<file path="src/hw/rsrb_regs.svh">
/*
 * Offsets, field positions, reset values and constants of the shared
 * register page.
 * Assumes inclusion by bare name from the package and the design files.
 */
`ifndef RSRB_REGS_SVH
`define RSRB_REGS_SVH

// Overview of operation
// - upper nibble offset 0 reports address strap
// - offset 2 selects 25/125/312.5 MHz reference
// - offset 4 bit 6 resets shared page
// - offset 4 bit 5 resets loader controller
// - offset 4 bit 3 disables lock sequencer
// - offset 4 bit 7 picks divided clock out
// - offset 5 bit 6 triggers CRC check
// - offset 5 bit 4 flags EEPROM load done
// - offset 5 bits 3:0 limit concurrent locks
// - offset 8 shows quads zero and one irqs
// - offset 9 shows quads two and three irqs
// - shared page reachable only with page bit zero
// - self-clearing bits return to zero alone

// ****************************************************************
// register offsets
// ****************************************************************
`define RSRB_OFS_ADDR 8'h00
`define RSRB_OFS_ID 8'h01
`define RSRB_OFS_REFSEL 8'h02
`define RSRB_OFS_RSV3 8'h03
`define RSRB_OFS_CTRL 8'h04
`define RSRB_OFS_LIMIT 8'h05
`define RSRB_OFS_RSV6 8'h06
`define RSRB_OFS_RSV7 8'h07
`define RSRB_OFS_IRQ_LO 8'h08
`define RSRB_OFS_IRQ_HI 8'h09

// ****************************************************************
// field positions
// ****************************************************************
`define RSRB_REFSEL_HI 6
`define RSRB_REFSEL_LO 5
`define RSRB_DIVCLK_BIT 7
`define RSRB_PAGE_RST_BIT 6
`define RSRB_LOADER_RST_BIT 5
`define RSRB_LOCK_DIS_BIT 3
`define RSRB_CRC_BIT 6
`define RSRB_EEDONE_BIT 4
`define RSRB_LIMIT_HI 3

// ****************************************************************
// reset values and constants
// ****************************************************************
`define RSRB_ADDR_BASE 7'h18
`define RSRB_REFSEL_RST 2'h0
`define RSRB_REFSEL_BAD 2'h3
`define RSRB_LIMIT_RST 4'h8
`define RSRB_CTRL_RSV_LOW 3'h1
`define RSRB_EEDONE_RST 1'b1

`endif

</file>
<file path="src/hw/rsrb_pkg.sv">
/*
 * Types of the shared register page.
 * Assumes rsrb_regs.svh is on the include path.
 */
`include "rsrb_regs.svh"

package rsrb_pkg;

    // reference input frequency codes; code 2'h3 is reserved
    typedef enum logic [1:0]
    {
        RSRB_REF_25M = 2'h0,
        RSRB_REF_125M = 2'h1,
        RSRB_REF_312M = 2'h2
    } rsrb_ref_freq_t;

    typedef logic [7:0] rsrb_byte_t;

endpackage

</file>
<file path="src/hw/rsrb_sc_bit.sv">
/*
 * Self-clearing control bit: one write of one gives a one-cycle level.
 * Assumes set_req is a single-cycle write strobe from the register port.
 */
`timescale 1ns/1ps

module rsrb_sc_bit
    import rsrb_pkg::*;
(
    input wire logic ref_clk,
    input wire logic rst_b,
    input wire logic set_req,
    output logic bit_q
);

    logic bit_r;

    // ****************************************************************
    // set by write, clears itself next edge
    // ****************************************************************
    always_ff @(posedge ref_clk or negedge rst_b)
    begin
        if (!rst_b)
            bit_r <= 1'b0;
        else
            bit_r <= set_req;
    end

    assign bit_q = bit_r;
endmodule

</file>
<file path="src/hw/rsrb_strap_cap.sv">
/*
 * Captures the address strap once, on the first edge after reset release.
 * Assumes the strap pins are stable around the end of reset.
 */
`timescale 1ns/1ps

module rsrb_strap_cap
    import rsrb_pkg::*;
(
    input wire logic ref_clk,
    input wire logic rst_b,
    input wire logic [3:0] strap_in,
    output logic [3:0] strap_q,
    output logic done_q
);

    logic [3:0] strap_r;
    logic done_r;

    // ****************************************************************
    // one-shot capture after release
    // ****************************************************************
    always_ff @(posedge ref_clk or negedge rst_b)
    begin
        if (!rst_b)
        begin
            strap_r <= 4'h0;
            done_r <= 1'b0;
        end
        else if (!done_r)
        begin
            strap_r <= strap_in;
            done_r <= 1'b1;
        end
    end

    assign strap_q = strap_r;
    assign done_q = done_r;

endmodule

</file>
<file path="src/hw/rsrb_shared_page.sv">
/*
 * Shared register page of the sixteen-channel retimer: strap address,
 * identity, reference selection, soft resets, lock control, CRC trigger,
 * EEPROM-done flag and per-channel interrupt summary.
 * Assumes the serial target front end has turned bus bytes into one-cycle
 * read and write strobes with an offset, and supplies the page-select bit.
 */
`timescale 1ns/1ps
`include "rsrb_regs.svh"

module rsrb_shared_page
    import rsrb_pkg::*;
#(
    parameter logic [2:0] SILICON_REV = 3'h1, // arbitrary value
    parameter logic [4:0] PART_ID = 5'h0A // arbitrary value
)
(
    input wire logic ref_clk,
    input wire logic rst_b,
    input wire logic page_sel_channel,
    input wire logic wr_en,
    input wire logic rd_en,
    input wire logic [7:0] reg_addr,
    input wire logic [7:0] wr_data,
    output logic [7:0] rd_data,
    output logic rd_valid,
    input wire logic [3:0] strap_address_bits,
    input wire logic eeprom_load_done,
    input wire logic [15:0] channel_irq_flag,
    output logic [6:0] bus_target_addr,
    output rsrb_ref_freq_t ref_frequency_choice,
    output logic divided_clock_out_choice,
    output logic lock_sequencer_disable,
    output logic [3:0] concurrent_lock_limit,
    output logic crc_check_start,
    output logic loader_controller_reset
);

    logic wr_ok;
    logic rd_ok;
    logic wr_refsel;
    logic wr_ctrl;
    logic wr_limit;
    logic page_rst_set;
    logic loader_rst_set;
    logic page_rst_q;
    logic loader_rst_q;
    logic [3:0] strap_q;
    logic strap_done;
    logic [6:0] addr_r;
    rsrb_ref_freq_t ref_sel_r;
    logic divclk_r;
    logic lock_dis_r;
    logic crc_en_r;
    logic crc_start_r;
    logic eedone_r;
    logic [3:0] limit_r;
    rsrb_byte_t rd_word;
    rsrb_byte_t rd_data_r;
    logic rd_valid_r;

    // ****************************************************************
    // access decode
    // ****************************************************************
    assign wr_ok = wr_en && !page_sel_channel;
    assign rd_ok = rd_en && !page_sel_channel;
    assign wr_refsel = wr_ok && (reg_addr == `RSRB_OFS_REFSEL);
    assign wr_ctrl = wr_ok && (reg_addr == `RSRB_OFS_CTRL);
    assign wr_limit = wr_ok && (reg_addr == `RSRB_OFS_LIMIT);
    assign page_rst_set = wr_ctrl && wr_data[`RSRB_PAGE_RST_BIT];
    assign loader_rst_set = wr_ctrl && wr_data[`RSRB_LOADER_RST_BIT];

    // ****************************************************************
    // self-clearing resets
    // ****************************************************************
    rsrb_sc_bit u_page_rst
    (
        .ref_clk(ref_clk),
        .rst_b(rst_b),
        .set_req(page_rst_set),
        .bit_q(page_rst_q)
    );

    rsrb_sc_bit u_loader_rst
    (
        .ref_clk(ref_clk),
        .rst_b(rst_b),
        .set_req(loader_rst_set),
        .bit_q(loader_rst_q)
    );

    // ****************************************************************
    // strap address
    // ****************************************************************
    rsrb_strap_cap u_strap
    (
        .ref_clk(ref_clk),
        .rst_b(rst_b),
        .strap_in(strap_address_bits),
        .strap_q(strap_q),
        .done_q(strap_done)
    );

    always_ff @(posedge ref_clk or negedge rst_b)
    begin
        if (!rst_b)
            addr_r <= `RSRB_ADDR_BASE;
        else
            addr_r <= `RSRB_ADDR_BASE + {3'h0, strap_q};
    end

    // ****************************************************************
    // reference frequency selection
    // ****************************************************************
    always_ff @(posedge ref_clk or negedge rst_b)
    begin
        if (!rst_b)
            ref_sel_r <= rsrb_ref_freq_t'(`RSRB_REFSEL_RST);
        else if (page_rst_q)
            ref_sel_r <= rsrb_ref_freq_t'(`RSRB_REFSEL_RST);
        else if (wr_refsel && (wr_data[`RSRB_REFSEL_HI:`RSRB_REFSEL_LO]
                 != `RSRB_REFSEL_BAD))
            ref_sel_r <= rsrb_ref_freq_t'(
                wr_data[`RSRB_REFSEL_HI:`RSRB_REFSEL_LO]);
    end

    // ****************************************************************
    // clock-out choice and lock sequencer control
    // ****************************************************************
    always_ff @(posedge ref_clk or negedge rst_b)
    begin
        if (!rst_b)
        begin
            divclk_r <= 1'b0;
            lock_dis_r <= 1'b0;
        end
        else if (page_rst_q)
        begin
            divclk_r <= 1'b0;
            lock_dis_r <= 1'b0;
        end
        else if (wr_ctrl)
        begin
            divclk_r <= wr_data[`RSRB_DIVCLK_BIT];
            lock_dis_r <= wr_data[`RSRB_LOCK_DIS_BIT];
        end
    end

    // ****************************************************************
    // concurrent lock limit
    // ****************************************************************
    always_ff @(posedge ref_clk or negedge rst_b)
    begin
        if (!rst_b)
            limit_r <= `RSRB_LIMIT_RST;
        else if (page_rst_q)
            limit_r <= `RSRB_LIMIT_RST;
        else if (wr_limit)
            limit_r <= wr_data[`RSRB_LIMIT_HI:0];
    end

    // ****************************************************************
    // CRC trigger: start pulse on a written rising edge of the enable
    // ****************************************************************
    always_ff @(posedge ref_clk or negedge rst_b)
    begin
        if (!rst_b)
        begin
            crc_en_r <= 1'b0;
            crc_start_r <= 1'b0;
        end
        else if (page_rst_q)
        begin
            crc_en_r <= 1'b0;
            crc_start_r <= 1'b0;
        end
        else
        begin
            if (wr_limit)
                crc_en_r <= wr_data[`RSRB_CRC_BIT];
            crc_start_r <= wr_limit && wr_data[`RSRB_CRC_BIT]
                && !crc_en_r;
        end
    end

    // ****************************************************************
    // EEPROM load done: cleared by loader reset, set wins
    // ****************************************************************
    always_ff @(posedge ref_clk or negedge rst_b)
    begin
        if (!rst_b)
            eedone_r <= `RSRB_EEDONE_RST;
        else if (eeprom_load_done)
            eedone_r <= 1'b1;
        else if (loader_rst_q)
            eedone_r <= 1'b0;
    end

    // ****************************************************************
    // read path
    // ****************************************************************
    always_comb
    begin
        rd_word = 8'h00;
        case (reg_addr)
            `RSRB_OFS_ADDR:
                rd_word = {strap_q, 4'h0};
            `RSRB_OFS_ID:
                rd_word = {SILICON_REV, PART_ID};
            `RSRB_OFS_REFSEL:
                rd_word = {1'b0, ref_sel_r, 5'h00};
            `RSRB_OFS_CTRL:
                rd_word = {divclk_r, page_rst_q, loader_rst_q, 1'b0,
                    lock_dis_r, `RSRB_CTRL_RSV_LOW};
            `RSRB_OFS_LIMIT:
                rd_word = {1'b0, crc_en_r, 1'b0, eedone_r, limit_r};
            `RSRB_OFS_IRQ_LO:
                rd_word = channel_irq_flag[7:0];
            `RSRB_OFS_IRQ_HI:
                rd_word = channel_irq_flag[15:8];
            default:
                rd_word = 8'h00;
        endcase
    end

    always_ff @(posedge ref_clk or negedge rst_b)
    begin
        if (!rst_b)
            rd_data_r <= 8'h00;
        else if (rd_en)
            rd_data_r <= rd_ok ? rd_word : 8'h00;
    end

    always_ff @(posedge ref_clk or negedge rst_b)
    begin
        if (!rst_b)
            rd_valid_r <= 1'b0;
        else
            rd_valid_r <= rd_en;
    end

    // ****************************************************************
    // outputs
    // ****************************************************************
    assign rd_data = rd_data_r;
    assign rd_valid = rd_valid_r;
    assign bus_target_addr = addr_r;
    assign ref_frequency_choice = ref_sel_r;
    assign divided_clock_out_choice = divclk_r;
    assign lock_sequencer_disable = lock_dis_r;
    assign concurrent_lock_limit = limit_r;
    assign crc_check_start = crc_start_r;
    assign loader_controller_reset = loader_rst_q;
endmodule

</file>
<file path="config.mk">
export PLATFORM = sky130hd
export DESIGN_NAME = rsrb_shared_page
export DESIGN_NICKNAME = d
export VERILOG_FILES = /design/src/hw/rsrb_pkg.sv /design/src/hw/rsrb_sc_bit.sv /design/src/hw/rsrb_strap_cap.sv /design/src/hw/rsrb_shared_page.sv
export VERILOG_INCLUDE_DIRS = /design/src /design/src/hw
export SDC_FILE = /design/constraint.sdc
export NUM_CORES = 1
export LEC_CHECK = 0
export BUFFER_PORTS_ARGS = -buffer_cell sky130_fd_sc_hd__buf_2
export CORE_MARGIN = 2
export CORE_UTILIZATION = 35
export CTS_CLUSTER_DIAMETER = 150
export DETAILED_ROUTE_END_ITERATION = 7
export PLACE_DENSITY_LB_ADDON = 0.2
export SETUP_SLACK_MARGIN = 0.3
export SYNTH_ARGS = -nofsm -noshare
export SYNTH_HDL_FRONTEND = slang
export SYNTH_SLANG_ARGS = --single-unit
</file>
<file path="constraint.sdc">
create_clock -name ref_clk -period 1.5 [get_ports ref_clk]
set_clock_uncertainty 0.1 [all_clocks]
set_input_delay 0.225 -clock ref_clk [delete_from_list [all_inputs] [get_ports ref_clk]]
set_output_delay 0.225 -clock ref_clk [all_outputs]
set_load 0.02 [all_outputs]
</file>
---- After elaboration in Yosys (flattened, before gate mapping) ----
Cells that the tools add are included.
word-level totals
  register bits ........................... 33
  input port bits ......................... 42
  output and inout port bits .............. 26
  logic and storage cells ................. 54
operators by class
  $add $sub $neg .......................... 1
  eq/ne operators ......................... 7
  muxes and demuxes ....................... 15
  reductions and logical operators ........ 17
operators with widths
  operator                                                                count
  8-bit case mux with 7 select lines                                      1
  8-bit by 3-bit equality test with 1-bit output (second input constant)  2
  8-bit by 4-bit equality test with 1-bit output (second input constant)  2
  1-bit logical AND                                                       10
  1-bit two-way mux                                                       9
  8-bit by 1-bit equality test with 1-bit output (second input constant)  1
  8-bit by 2-bit equality test with 1-bit output (second input constant)  1
  8-bit zero test                                                         1
  4-bit two-way mux                                                       2
  8-bit two-way mux                                                       1
  2-bit nonzero test                                                      4
  5-bit by 4-bit adder with 6-bit output (first input constant)           1
  2-bit two-way mux                                                       2
  1-bit zero test                                                         2
  2-bit inequality test (second input constant)                           1

---- Depth between registers and ports, before layout ----
  word-level depth ........................ 6
  mapped depth ............................ 6
  gate-level depth less buffers ........... 4

---- Modules after synthesis ----
From an unflattened synthesis, not the netlist that was laid out.
second synthesis, totals
  cells, all modules ...................... 148
  area total of the unflattened synthesis .. 1599.0 µm²
by module, submodules not included
  module            instances  cells each  area each (µm²)  seq. area each (µm²)
  rsrb_shared_page  1          136         1375.1           629.4
  rsrb_strap_cap    1          10          173.9            125.1
  rsrb_sc_bit       2          1           25.0             25.0

---- Worst setup path before layout ----
Ideal clock, no wire load.
  path type ............................... in2reg
  from .................................... input port reg_addr[5]
  to ...................................... register limit_r[0], in the netlist concurrent_lock_limit[0]
  library setup time ...................... 0.132 ns
  data arrival time ....................... 1.587 ns
  data required time ...................... 1.268 ns
  setup slack ............................. -0.319 ns
  cell stages on the path ................. 5
  buffers on the path ..................... 1
  path through ............................ or4_4 > buf_6 > nor4_4 > mux2i_1 > nor2_1
between the ends
  longest elaborated chain between the ends .. 3
RTL lines
  item                                            RTL line                 text
  start, declared                                 rsrb_shared_page.sv:23   input wire logic [7:0] reg_addr,
  8-bit by 3-bit equality test with 1-bit output  -
  1-bit logical AND                               rsrb_shared_page.sv:69   assign wr_limit = wr_ok && (reg_addr == `RSRB_OFS_LIMIT);
  2-bit nonzero test (no source line)             -
  end signal, assigned                            rsrb_shared_page.sv:155  limit_r <= `RSRB_LIMIT_RST;
  end signal, assigned                            rsrb_shared_page.sv:157  limit_r <= `RSRB_LIMIT_RST;
  end signal, assigned                            rsrb_shared_page.sv:159  limit_r <= wr_data[`RSRB_LIMIT_HI:0];
  end, declared                                   rsrb_shared_page.sv:57   logic [3:0] limit_r;
Every way passes these cells.
A chain may end at the register's enable or synchronous reset.

---- Worst setup path in the final report ----
  from .................................... input port reg_addr[6]
  to ...................................... register rd_data_r[0], in the netlist rd_data[0]
between the ends
  longest elaborated chain between the ends .. 3
  elaborated cells between the ends (all ways) .. 9
  those cells by class .................... eq/ne: 6; mux: 2; reduce/logical: 1
RTL lines
  item                                                                          RTL line                 text
  8-bit by 4-bit equality test with 1-bit output, or another cell as far along  rsrb_shared_page.sv:205  case (reg_addr)
  8-bit case mux with 7 select lines *                                          rsrb_shared_page.sv:205
  8-bit two-way mux *                                                           rsrb_shared_page.sv:231  rd_data_r <= rd_ok ? rd_word : 8'h00;
  end signal, assigned                                                          rsrb_shared_page.sv:231
  end, declared                                                                 rsrb_shared_page.sv:59   rsrb_byte_t rd_data_r;
Mark *: on every way between the ends. The rest lies on a longest branch, timed or not.

==> reports/qor.txt <==
RePlAce Congestion - 0.8538
clk_lat worst skew - 0.28 ns
vias post-DR - 1395
switching share of power - 25.53%
crit path launch - reg_addr[6]
Final Hold Violating Endpoints - 0
drt pass-1 iters - 4
routed len/inst - 15.29 µm
Tmin final - 1.522 ns
post-DP HPWL - 3161 µm
GRT Util Overall - 17.78%
setup TNS - -0.09438 ns
Worst Path Max Fanout - 6
worst r2r src - u_strap.strap_q[2]
CTS Buf Count - 5
vias in the first global route - 1453
DRT iter0 DRCs - 64
Netlist cell types - 39
failing checks - negative setup slack
Synth area leaders - dfrtp_1 46%, mux2i_1 5.1%, dfstp_2 5.0%, nor2_1 3.8%, mux2_2 3.6%
f_max - 656.9 MHz
most frequent cells after synthesis - 29 x dfrtp_1, 16 x nor2_1, 8 x mux2i_1
delay-heaviest family, CP - simple AND/OR/NAND/NOR gates
peak supply drop - 0.6094 mV
sequential fraction of design power - 48.1%
Comb pwr share - 17.3%
Synth Cell Area - 1572 µm²
arrival time at the worst endpoint - 1.62 ns
total gr overflow - 0
ys flop type - dfrtp_1
largest net degree at the start of global routing - 33
final setup vio count - 9
row cnt - 24
register area share after synthesis - 51.19%
port buffer count - 65
Crit path top cell by count - or4_4
post-synth top area share - 46.18%
async set-reset flop share out of synthesis - 100.0%
Non-Filler Instances - 284
worst hold path class - in2reg
share of layout cells above drive strength 1 - 52.16%
Placement Setup Slack - -0.3368 ns
leakage - 1.165 nW
Post-synth EDFFs - 0
Critical-path top delay cell - or4_4
antenna viol nets, final - 0
first-pass GRT wire length - 6989 µm
startpoint type of the worst setup path - input port
Crit path buffers/inverters - 1
die width - 71.01 µm
Syn Area/Cell - 11.07 µm²
switching power - 0.4938 mW
DRC - 0
Post-Route WL - 4342 µm
Req. time, crit path - 1.60 ns
CTS root buf - clkbuf_8
final worst-path setup slack - -0.02222 ns
H-Tree Depth - 2
Setup Crit Path Kind - in2reg
TritonCTS clock tree - done
worst reg2reg setup slack - 0.31 ns
placed cell count - 263
clk sinks - 32
Final #Nets - 273
Ant. Diodes - 0
Mapped Cells - 142
FF+latch count, synth - 32
Initial Utilization - 36.09%
Die Y - 71.01 µm
RSZ-0062 raised after global routing - true
Critical Path Sink Type - register
Internal Pwr Total - 1.440 mW
total of max-cap violations - 0
Design Power - 1.934 mW
Pwr Density - 816.5 nW/µm²
outcome - finished, violations left
Worst Min Path Start - eeprom_load_done
Top Ports - 68
Final Max Slew Viols - 0
post-synth top area cell - dfrtp_1
Clk pin slew, worst setup/hold paths - 0.06 ns
vias per std cell - 4.912
clk buf depth - 2
power share of the clock group - 34.6%
most frequent cell after synthesis - dfrtp_1
initial antenna violation count - 0
max incr delay on CP - 0.61 ns
synth warn - 0
Die ar. - 5042 µm²
post-synth net total - 184
Final Cycle Share - 101.5%
Core ar. - 4354 µm²
Area Growth Syn to Fin - 50.72%
crit-path cells - buf_6, or4_4, or4_4, o2bb2ai_2
==> state kept, by name (all words and copies together) (netlist names), 2 cells and up <==
name                   flops
bus_target_addr            5
concurrent_lock_limit      4
u_strap.strap_q            4
ref_frequency_choice       2
rd_data                    8
==> final timing paths <==
kind / cells after the start / to
max in group asynchronous: 3 / eedone_r
worst max-delay path: 4 / rd_data[0]
worst min-delay path: 2 / eedone_r
min in group asynchronous: 3 / ref_frequency_choice[1]
worst max register to register: 3 / rd_data[6]
worst min register to register: 0 / bus_target_addr[0]
==> power by group through the flow <==
stage	clock (mW)	sequential (mW)	combinational, mW
2_1_floorplan	0	0.964	0.121
3_3_place_gp	0	0.941	0.289
3_5_place_dp	0	0.942	0.295
4_1_cts	0.697	0.931	0.314
5_1_grt	0.745	0.935	0.362
6_report	0.670	0.930	0.334
==> cells in the final DEF (no fill, tap or decap), types with 2 or more instances in the layout <==
| cell | n |
|---|---|
| nor2_1 | 15 |
| o211ai_1 | 2 |
| nand2_1 | 2 |
| or4_4 | 2 |
| nor3_1 | 3 |
| buf_2 | 55 |
| a32oi_1 | 2 |
| dfstp_2 | 3 |
| o2bb2ai_2 | 6 |
| buf_4 | 23 |
| and2_1 | 2 |
| nor2b_1 | 5 |
| a21o_1 | 2 |
| mux2_2 | 5 |
| dlygate4sd3_1 | 2 |
| dfrtp_1 | 29 |
| a21oi_1 | 5 |
| o221a_1 | 2 |
| buf_6 | 12 |
| mux2i_1 | 8 |
| conb_1 | 2 |
| nor3_4 | 2 |
| a22oi_1 | 3 |
| inv_1 | 5 |
| a22o_1 | 5 |
| clkbuf_1 | 2 |
| nand2b_1 | 2 |
| clkbuf_8 | 6 |
| and3_1 | 2 |
| nor4_4 | 2 |
==> logic make-up (layout without fill, tap and decap cells) <==
family	count (synthesis)	in the layout	share of synthesized area (%)
AOI/OAI and AO/OA	32	32	16.00
buffers and inverters	17	107	5.493
DFF	32	32	51.19
muxes	14	14	9.395
other	2	2	0.4779
and+or+nand+nor	45	45	17.44
==> final cells by class <==
type / instances / area [µm²]
clock buffers: 8 / 90.09
fillers: 421 / 1986
inverters: 5 / 18.77
multi-input cells: 93 / 752.0
flip-flops and latches: 32 / 804.5
well taps: 52 / 65.06
repair buffers: 94 / 638.1
==> routing by layer <==
layer / part of all wire (%) / GRT usage (%)
met5: 0 / 0
met4: 1.6 / 5.660
met3: 6.5 / 5.556
met2: 48 / 28.14
met1: 44 / 23.36
==> through the flow <==
step	hold WS [ns]	cell area [µm²]	utilization, %
after global routing	0.02328	2369	54.40
final	0.03246	2369	54.40
after floorplan	-0.1706	1623	-
after CTS	0.02161	2251	51.70
after global placement	0.1601	2076	47.67
after detailed placement	0.1783	2076	47.67
==> repair_timing <==
action                                  in CTS  in global routing
endpoints found under the hold margin       30                  0
endpoints found under the setup margin      24                 29
pin swaps                                    5                  9
resized for setup                           10                 19
hold buffers                                 2                  0
buffers inserted                             4                  7
No activity file was read; power rests on OpenSTA's default activity.
